===== config.mk =====
export PLATFORM = sky130hd
export DESIGN_NAME = dprs_host
export DESIGN_NICKNAME = d
export VERILOG_FILES = /design/src/rtl/dprs_pkg.sv /design/src/rtl/dprs_host.sv
export SDC_FILE = /design/constraint.sdc
export NUM_CORES = 1
export LEC_CHECK = 0
export ABC_AREA = 0
export BUFFER_PORTS_ARGS = -buffer_cell sky130_fd_sc_hd__buf_2
export CAP_MARGIN = 10
export CORE_UTILIZATION = 53
export DETAILED_ROUTE_END_ITERATION = 8
export PLACE_DENSITY_LB_ADDON = 0.15
export SLEW_MARGIN = 20
export SYNTH_ARGS = -nofsm -noshare
export SYNTH_HDL_FRONTEND = slang
export SYNTH_SLANG_ARGS = --single-unit

===== constraint.sdc =====
create_clock -name i_ref_clk -period 3.2 [get_ports i_ref_clk]
set_clock_uncertainty 0.2 [all_clocks]
set_input_delay 0.64 -clock i_ref_clk [delete_from_list [all_inputs] [get_ports i_ref_clk]]
set_output_delay 0.64 -clock i_ref_clk [all_outputs]
set_load 0.1 [all_outputs]

===== src/rtl/dprs_pkg.sv =====
package dprs_pkg;
  localparam int ADDR_W = 13;
  localparam int DATA_W = 8;
  localparam int FLAG_SEL_W = 3;
  // Access timing in ns; counts are whole 8 ns cycles, rounded up
  localparam int CLK_PERIOD_NS = 8;
  localparam int ACCESS_NS = 55;
  localparam int ACCESS_CYC = (ACCESS_NS + CLK_PERIOD_NS - 1) / CLK_PERIOD_NS;
  localparam int RECOVER_NS = 10;
  localparam int RECOVER_CYC =
    (RECOVER_NS + CLK_PERIOD_NS - 1) / CLK_PERIOD_NS;
  localparam int CNT_W = 8;

  typedef enum logic [1:0] {
    DPRS_OP_MEM_RD = 2'h0,
    DPRS_OP_MEM_WR = 2'h1,
    DPRS_OP_FLAG_RD = 2'h2,
    DPRS_OP_FLAG_WR = 2'h3
  } dprs_op_t;

  typedef struct packed {
    dprs_op_t op;
    logic [ADDR_W-1:0] addr;
    logic [DATA_W-1:0] wdata;
  } dprs_req_t;

  typedef struct packed {
    logic sel_n;
    logic flag_space_select_n;
    logic wr_n;
    logic oe_n;
  } dprs_ctl_t;

  localparam dprs_ctl_t CTL_IDLE = '{sel_n: 1'b1, flag_space_select_n: 1'b1,
    wr_n: 1'b1, oe_n: 1'b1};
endpackage : dprs_pkg


===== src/rtl/dprs_host.sv =====
`timescale 1ns/1ns
// Operation
// - Memory access: flag select high, select low
// - Master/slave pin sets busy direction
// - Flag read: flag select low, select high
// - Flag write: strobe write with data bit 0
module dprs_host #(
  parameter int ACCESS_CYCLES = dprs_pkg::ACCESS_CYC,
  parameter int RECOVER_CYCLES = dprs_pkg::RECOVER_CYC,
  parameter bit MASTER = 1'b1
) (
  input wire logic i_ref_clk,
  input wire logic i_rst_n,
  input wire logic i_req_valid,
  input wire dprs_pkg::dprs_req_t i_req,
  output logic o_req_ready,
  output logic o_rsp_valid,
  output logic [dprs_pkg::DATA_W-1:0] o_rsp_data,
  output logic o_rsp_busy,
  output logic [dprs_pkg::ADDR_W-1:0] o_addr,
  output logic o_sel_n,
  output logic o_flag_space_select_n,
  output logic o_wr_n,
  output logic o_oe_n,
  output logic o_master_sel,
  input wire logic [dprs_pkg::DATA_W-1:0] i_data,
  output logic [dprs_pkg::DATA_W-1:0] o_data,
  output logic o_data_oe,
  input wire logic i_busy_n
);
  // Reads need three access cycles so the synchronised bus has settled
  if (ACCESS_CYCLES < 3 || ACCESS_CYCLES > 200) begin : g_bad_access
    $error("ACCESS_CYCLES out of range");
  end
  if (RECOVER_CYCLES < 1 || RECOVER_CYCLES > 200) begin : g_bad_recover
    $error("RECOVER_CYCLES out of range");
  end

  // ----------------------------------------------------------------------
  // Reset and pin synchronisers
  // ----------------------------------------------------------------------
  logic rst_s1_reg;
  logic rst_n_reg;
  always_ff @(posedge i_ref_clk or negedge i_rst_n) begin
    if (!i_rst_n) begin
      rst_s1_reg <= 1'b0;
      rst_n_reg <= 1'b0;
    end else begin
      rst_s1_reg <= 1'b1;
      rst_n_reg <= rst_s1_reg;
    end
  end
  wire rst_n = rst_n_reg;

  logic [dprs_pkg::DATA_W-1:0] data_s1_reg;
  logic [dprs_pkg::DATA_W-1:0] data_s2_reg;
  logic busy_s1_reg;
  logic busy_s2_reg;
  always_ff @(posedge i_ref_clk or negedge rst_n) begin
    if (!rst_n) begin
      data_s1_reg <= 8'h00;
      data_s2_reg <= 8'h00;
      busy_s1_reg <= 1'b1;
      busy_s2_reg <= 1'b1;
    end else begin
      data_s1_reg <= i_data;
      data_s2_reg <= data_s1_reg;
      busy_s1_reg <= i_busy_n;
      busy_s2_reg <= busy_s1_reg;
    end
  end

  // ----------------------------------------------------------------------
  // Pin sequencer
  // ----------------------------------------------------------------------
  typedef enum logic [2:0] {
    DPRS_IDLE = 3'b001,
    DPRS_ACCESS = 3'b010,
    DPRS_RECOVER = 3'b100
  } dprs_state_t;

  dprs_state_t state_reg;
  dprs_state_t state_next;
  logic [dprs_pkg::CNT_W-1:0] cnt_reg;
  logic [dprs_pkg::CNT_W-1:0] cnt_next;
  dprs_pkg::dprs_req_t req_reg;
  dprs_pkg::dprs_ctl_t ctl_reg;
  dprs_pkg::dprs_ctl_t ctl_next;
  logic busy_seen_reg;

  function automatic dprs_pkg::dprs_ctl_t ctl_for(dprs_pkg::dprs_op_t op);
    dprs_pkg::dprs_ctl_t c;
    c = dprs_pkg::CTL_IDLE;
    unique case (op)
      dprs_pkg::DPRS_OP_MEM_RD: begin
        c.sel_n = 1'b0;
        c.oe_n = 1'b0;
      end
      dprs_pkg::DPRS_OP_MEM_WR: begin
        c.sel_n = 1'b0;
        c.wr_n = 1'b0;
      end
      dprs_pkg::DPRS_OP_FLAG_RD: begin
        c.flag_space_select_n = 1'b0;
        c.oe_n = 1'b0;
      end
      dprs_pkg::DPRS_OP_FLAG_WR: begin
        c.flag_space_select_n = 1'b0;
        c.wr_n = 1'b0;
      end
    endcase
    return c;
  endfunction : ctl_for

  wire take = (state_reg == DPRS_IDLE) && i_req_valid;
  wire cnt_done = (cnt_reg == 8'h00);
  wire is_write = req_reg.op[0];
  wire is_flag = req_reg.op[1];
  // Flag writes carry only data bit 0; the rest is driven low
  function automatic logic [dprs_pkg::DATA_W-1:0] wr_val_for(
    dprs_pkg::dprs_req_t r);
    return r.op[1] ? {7'h00, r.wdata[0]} : r.wdata;
  endfunction : wr_val_for

  // A new request's data goes out with its strobe, never the last one's
  wire [dprs_pkg::DATA_W-1:0] wr_val =
    take ? wr_val_for(i_req) : wr_val_for(req_reg);

  always_comb begin
    state_next = state_reg;
    cnt_next = cnt_reg;
    ctl_next = ctl_reg;
    unique case (state_reg)
      DPRS_IDLE: begin
        if (i_req_valid) begin
          state_next = DPRS_ACCESS;
          cnt_next = 8'(ACCESS_CYCLES - 1);
          ctl_next = ctl_for(i_req.op);
        end
      end
      DPRS_ACCESS: begin
        if (cnt_done) begin
          state_next = DPRS_RECOVER;
          cnt_next = 8'(RECOVER_CYCLES - 1);
          // Both selects back high: port deselected, pins float
          ctl_next = dprs_pkg::CTL_IDLE;
        end else begin
          cnt_next = cnt_reg - 8'h01;
        end
      end
      DPRS_RECOVER: begin
        if (cnt_done) begin
          state_next = DPRS_IDLE;
        end else begin
          cnt_next = cnt_reg - 8'h01;
        end
      end
      default: begin
        state_next = DPRS_IDLE;
        ctl_next = dprs_pkg::CTL_IDLE;
      end
    endcase
  end

  always_ff @(posedge i_ref_clk or negedge rst_n) begin
    if (!rst_n) begin
      state_reg <= DPRS_IDLE;
      cnt_reg <= 8'h00;
      ctl_reg <= dprs_pkg::CTL_IDLE;
      req_reg <= '0;
    end else begin
      state_reg <= state_next;
      cnt_reg <= cnt_next;
      ctl_reg <= ctl_next;
      if (take) begin
        req_reg <= i_req;
      end
    end
  end

  // ----------------------------------------------------------------------
  // Answers and pins
  // ----------------------------------------------------------------------
  wire access_end = (state_reg == DPRS_ACCESS) && cnt_done;
  // Busy only matters on memory cycles; sampled through the synchroniser
  wire busy_hit = (state_reg == DPRS_ACCESS) && !is_flag && !busy_s2_reg;

  always_ff @(posedge i_ref_clk or negedge rst_n) begin
    if (!rst_n) begin
      o_req_ready <= 1'b0;
      o_rsp_valid <= 1'b0;
      o_rsp_data <= 8'h00;
      o_rsp_busy <= 1'b0;
      busy_seen_reg <= 1'b0;
      o_data <= 8'h00;
      o_data_oe <= 1'b0;
      o_addr <= 13'h0000;
      o_master_sel <= 1'b0;
    end else begin
      o_master_sel <= MASTER;
      o_req_ready <= (state_next == DPRS_IDLE);
      o_rsp_valid <= access_end;
      if (take) begin
        busy_seen_reg <= 1'b0;
      end else if (busy_hit) begin
        busy_seen_reg <= 1'b1;
      end
      if (access_end) begin
        o_rsp_busy <= busy_seen_reg || busy_hit;
        // Flag reads return the flag on all eight lines
        o_rsp_data <= is_write ? 8'h00 : data_s2_reg;
      end
      if (take) begin
        // Flag space uses only A2..A0; upper bits held low
        o_addr <= i_req.op[1] ?
          {10'h000, i_req.addr[dprs_pkg::FLAG_SEL_W-1:0]} : i_req.addr;
      end
      o_data <= wr_val;
      o_data_oe <= (state_next == DPRS_ACCESS) &&
        (take ? i_req.op[0] : is_write);
    end
  end

  assign o_sel_n = ctl_reg.sel_n;
  assign o_flag_space_select_n = ctl_reg.flag_space_select_n;
  assign o_wr_n = ctl_reg.wr_n;
  assign o_oe_n = ctl_reg.oe_n;

  // ----------------------------------------------------------------------
  // Checks
  // ----------------------------------------------------------------------
  a_no_dual_select: assert property (@(posedge i_ref_clk) disable iff (!rst_n)
    !(!o_sel_n && !o_flag_space_select_n))
    else $error("both selects low");
  a_mem_select_form: assert property (@(posedge i_ref_clk) disable iff (!rst_n)
    !o_sel_n |-> o_flag_space_select_n)
    else $error("memory cycle with flag select low");
  a_idle_deselect: assert property (@(posedge i_ref_clk) disable iff (!rst_n)
    state_reg == DPRS_RECOVER |-> o_sel_n && o_flag_space_select_n
      && o_wr_n && o_oe_n)
    else $error("strobes active while deselected");
  a_no_drive_read: assert property (@(posedge i_ref_clk) disable iff (!rst_n)
    !o_oe_n |-> !o_data_oe)
    else $error("host drives bus during read");
  a_write_drives: assert property (@(posedge i_ref_clk) disable iff (!rst_n)
    !o_wr_n |-> o_data_oe && o_oe_n)
    else $error("write without data drive");
  a_flag_bit_only: assert property (@(posedge i_ref_clk) disable iff (!rst_n)
    !o_flag_space_select_n && o_data_oe |-> o_data[7:1] == 7'h00)
    else $error("flag write upper bits set");
  a_flag_addr_low: assert property (@(posedge i_ref_clk) disable iff (!rst_n)
    !o_flag_space_select_n |-> o_addr[12:3] == 10'h000)
    else $error("flag address upper bits set");
  a_answer_after: assert property (@(posedge i_ref_clk) disable iff (!rst_n)
    take |-> ##[1:201] o_rsp_valid)
    else $error("no answer to request");
  a_master_pin: assert property (@(posedge i_ref_clk) disable iff (!rst_n)
    $past(rst_n) |-> o_master_sel == MASTER)
    else $error("master select wrong");
  a_busy_report: assert property (@(posedge i_ref_clk) disable iff (!rst_n)
    busy_hit && !access_end |=> busy_seen_reg)
    else $error("busy not latched");

  c_mem_read: cover property (@(posedge i_ref_clk)
    take && i_req.op == dprs_pkg::DPRS_OP_MEM_RD);
  c_mem_write: cover property (@(posedge i_ref_clk)
    take && i_req.op == dprs_pkg::DPRS_OP_MEM_WR);
  c_flag_write: cover property (@(posedge i_ref_clk)
    take && i_req.op == dprs_pkg::DPRS_OP_FLAG_WR);
  c_busy_answer: cover property (@(posedge i_ref_clk)
    o_rsp_valid && o_rsp_busy);
endmodule : dprs_host


Word level (Yosys, flattened, before mapping)
Cells that the tools add are included.

Flip-flop bits (word level): 80. Input bits: 35. Logic and storage cells: 77. Output and inout bits: 38.

$add $sub $neg: 1. Reductions and logical operators: 18. Eq/ne operators: 11. Multiplexer cells: 23. Bitwise operators: 1.

Operators with widths (number): $mux W8 (7); $pmux W8 S3 (1); $mux W13 (1); $pmux W4 S3 (1); $mux W3 (3); $pmux W3 S3 (1); $logic_not A8 Y1 (1); $mux W4 (2); $reduce_or A2 Y1 (4); $sub A8 B1 Y8 const B (1); $mux W1 (7); $eq A3 B1 Y1 const B (2); $eq A3 B2 Y1 const B (2); $ne A2 B2 Y1 const B (3); $reduce_and A3 Y1 (2); $logic_and A1 B1 Y1 (5); $eq A2 B2 Y1 const B (2); $eq A3 B3 Y1 const B (1); $reduce_bool A3 Y1 (1); $eq A2 B1 Y1 const B (1); $logic_not A1 Y1 (2); $logic_not A2 Y1 (1); $reduce_bool A2 Y1 (1); $logic_or A1 B1 Y1 (1); $not A1 Y1 (1).

Logic depth before layout (Yosys ltp)
Depth in word-level cells: 5. Mapped depth: 7.

Least setup slack after synthesis
OpenSTA, ideal clock, no wires.

Path type: register to register. From: register cnt_reg[0] (netlist name). To: register cnt_reg[3] (netlist name). Stages on the path, launching flop included: 7. Path slack: 1079 ps. Arrival: 1841 ps. Buffers on the path: 0. Clock period less this slack: 2121 ps. Required time: 2921 ps. Cells stage by stage: dfrtp_1 inv_1 ha_1 nor3b_1 a211o_2 a2111oi_2 mux2i_1.

Longest elaborated chain between the ends: 3. Elaborated cells between the ends (all ways): 7.

Ends and longest elaborated chain: from (decl) (RTL line dprs_host.sv:84) `logic [dprs_pkg::CNT_W-1:0] cnt_reg;`; from (signal assigned) (RTL line dprs_host.sv:173) `cnt_reg <= cnt_next;`; $sub A8 B1 Y8 or $logic_not A8 Y1 (tied branches) (RTL line dprs_host.sv:148, dprs_host.sv:155, dprs_host.sv:116); $mux W8, or another cell as far along (RTL line dprs_host.sv:152) `if (cnt_done) begin`; $pmux W8 S3 or $reduce_and A3 Y1 (tied branches).

Parallel ways exist; a longest one is shown, timed or not. The select of a mux whose other input is x is not followed. A chain may end at the register's enable or synchronous reset.

Worst setup path in the final report
From: register cnt_reg[0] (netlist name). To: register o_rsp_data[3] (netlist name).

Longest elaborated chain between the ends: 2.

Ends and longest elaborated chain: $logic_not A8 Y1 (RTL line dprs_host.sv:116) `wire cnt_done = (cnt_reg == 8'h00);`; $logic_and A1 B1 Y1 (RTL line dprs_host.sv:184) `wire access_end = (state_reg == DPRS_ACCESS) && cnt_done;`; to (signal assigned) (RTL line dprs_host.sv:211) `o_rsp_data <= is_write ? 8'h00 : data_s2_reg;`; to (decl) (RTL line dprs_host.sv:18) `output logic [dprs_pkg::DATA_W-1:0] o_rsp_data,`.

No other way between the ends.

==> impl_metrics.py <==
metrics = {
    "drt": {
        "dr.pass1.iters": 4,
        "drc": 0,
        "first_iter_violations": 125,
        "routed_wirelength_mm": 5.86,
        "vias": 2220,
        "wl_per_cell_um": 13.5,
        "ant_nets": 0,
        "via_per_inst": 5.12,
    },
    "floorplanning": {
        "coreArea_um2": 5610,
        "rows": 27,
        "ios": 73,
        "start_util_pct": 55.9,
        "die_h_um": 78.9,
        "die-area_um2": 6220,
        "die_w_um": 78.9,
    },
    "global_routing": {
        "grt_max_degree": 79,
        "first_global_vias": 2172,
        "grt_pass1_wl_mm": 9.89,
        "grt.total_usage_pct": 21.2,
        "grt_antenna_before_repair": 0,
        "gr-total-overflow": 0,
    },
    "placement": {
        "dpl.hpwl_mm": 3.83,
        "io_buffer_count": 72,
        "place_ws_ns": 0.639,
        "finalWeightedCongestion": 0.790,
    },
    "finish": {
        "area_growth_pct": 21.2,
        "largest_reg_flops": 13,
        "regArea_um2": 2010,
        "diodes": 0,
        "nNetsFinal": 394,
        "fillers": 470,
        "drive_gt1_share_pct": 29.0,
        "multiInputGateArea_um2": 1080,
        "regMostFlops": "o_addr",
    },
    "clock_tree": {
        "holdBufCountCts": 1,
        "cts_resized": 0,
        "tritoncts": "yes",
        "numCtsBuffers": 9,
        "ctsRootBufferMaster": "clkbuf_8",
        "cts_htree_levels": 3,
        "insertion_delay_ns": 0.35,
        "path_clk_slew_ns": 0.08,
        "cts_setup_buffers": 0,
        "numClockSinks": 80,
        "clock_path_buffers": 2,
    },
    "hold_path": {
        "hp-class": "register to register",
    },
    "critical_path": {
        "worst-path-max-fanout": 20,
        "critPathRequiredTime_ns": 3.20,
        "cp-end-kind": "register",
        "startpoint_type": "register",
        "crit_arrival_ns": 2.57,
        "critical_path_class": "register to register",
        "slowest_delay_ns": 0.63,
        "crit_chain": "inv_1, ha_1, nor3b_1, nand3_1, nand2_1, o21ai_0",
        "worst_path_max_delay_cell": "nand3_1",
    },
    "synth": {
        "synth-edff-count": 0,
        "async_reset_ff_share_pct": 100,
        "syn_inst": 284,
        "synth_flop_cell": "dfrtp_1",
        "yosysMostFrequentCell": "dfrtp_1",
        "synth-seq-area-share_pct": 64.2,
        "synth_area_leader_cell": "dfrtp_1",
        "yosys_warnings": 0,
        "synth_top_area_share_pct": 58.3,
        "synthTopCellsByArea": "dfrtp_1, nand2_1, nand2b_1",
        "ys_top_cells_by_count": "dfrtp_1, nand2_1, nand2b_1",
        "ys_seq_elements": 80,
        "syn_area_um2": 3130,
        "synth.avg_cell_area_um2": 11.0,
        "yosys.cell_types.count": 38,
    },
    "timing": {
        "maxSlewHeadroom_pct": 36.3,
        "finalSetupTns_ns": 0,
        "fmax_mhz": 390,
        "finalSetupViolCount": 0,
        "hold_viol": 0,
        "setup_ws_ns": 0.633,
        "finalMaxSlewViolations": 0,
        "period_minus_slack_ns": 2.57,
        "tightest_slew_ns": 0.955,
        "period_share_pct": 80.2,
        "rsz0062_at_grt": "no",
    },
    "pwr": {
        "p_per_area_nw_per_um2": 503,
        "p_leak_nw": 1.91,
        "vdd.ir_drop.worst_uv": 292,
    },
    "flow_run": {
        "drv_cap": 0,
    },
    "outcome": {
        "status": "finished clean",
    },
}
[path summary, 6_finish.rpt]
check	startpoint	to	slack [ns]	depth (start not counted)
min in group asynchronous	rst_n$_DFF_PN0_	o_data[5]$_DFF_PN0_	0.28	0
setup / recovery	cnt_reg[0]$_DFFE_PN0P_	o_rsp_data[3]$_DFFE_PN0P_	0.63	6
max in group asynchronous	rst_n$_DFF_PN0_	cnt_reg[2]$_DFFE_PN0P_	1.90	0
hold reg to reg	data_s1_reg[2]$_DFF_PN0_	data_s2_reg[2]$_DFF_PN0_	0.15	0
hold / removal	data_s1_reg[2]$_DFF_PN0_	data_s2_reg[2]$_DFF_PN0_	0.15	0
setup reg to reg	cnt_reg[0]$_DFFE_PN0P_	o_rsp_data[3]$_DFFE_PN0P_	0.63	6
[critical path: cells and delay by family, from the launching register on]
kind / cells / cell delay, ns
compound gates: 1 / 0.12
fa+ha+maj: 1 / 0.15
buf+inv: 1 / 0.12
flops: 1 / 0.46
simple gates: 3 / 1.38
[cell usage in the layout, fill, tap and decap left out, types with 2 or more instances in the layout]
master and count:
a21oi_1 7, o21ai_0 22, nand3b_1 8, a2111oi_2 2
nand2b_1 34, clkbuf_1 2, o22a_1 2, dfstp_2 7
conb_1 2, nand2_1 69, bufinv_16 2, dfrtp_1 72
nor2_1 5, nor3b_1 3, ha_1 2, buf_2 72
and2_1 2, inv_1 4, clkbuf_8 10, o21ai_1 5
mux2i_1 5
[power breakdown]
group	leakage [nW]	switching, mW	internal, mW	total [mW]
logic	0.789	0.0197	0.0229	0.0426
registers	1.01	0.0209	1.02	1.05
clock network	0.107	0.359	0.464	0.823
total	1.91	0.399	1.51	1.91
[area by class of cell]
class                   instances  area share, %
inverters                       4          0.395
repair buffers                 74           9.95
multi-input cells             188           28.4
clock inverters                 4           2.01
flip-flops and latches         80           53.0
clock buffers                  12           3.82
well taps                      72           2.37
[through the flow]
step | total power [mW] | cells | hold WS [ns] | instance area, um^2 | utilization (%)
final | 1.91 | 434 | 0.147 | 3800 | 67.7
after global routing | 1.97 | 434 | 0.158 | 3800 | 67.7
after CTS | 1.93 | 434 | 0.153 | 3800 | 67.7
after detailed placement | 1.11 | 417 | 0.135 | 3570 | 63.6
after global placement | 1.11 | 417 | 0.132 | 3570 | 63.6
after floorplan | 1.08 | 285 | 0.131 | 3140 | -
[logic make-up after synthesis]
kind of cell / Yosys count / share of synthesized area, %
buf+inv: 17 / 2.16
compound gates: 48 / 9.67
other cells: 1 / 0.120
flops: 80 / 64.2
fa+ha+maj: 2 / 0.799
simple gates: 130 / 21.1
mux: 6 / 1.96
[layer usage]
metal	track usage (%)	vias up	part of all wire (%)
li1	-	1083	-
met1	26.5	1072	44
met2	33.5	53	48
met3	7.82	12	6.0
met4	8.73	0	1.7
met5	0	-	0
Power figures use the tool's default switching activity.
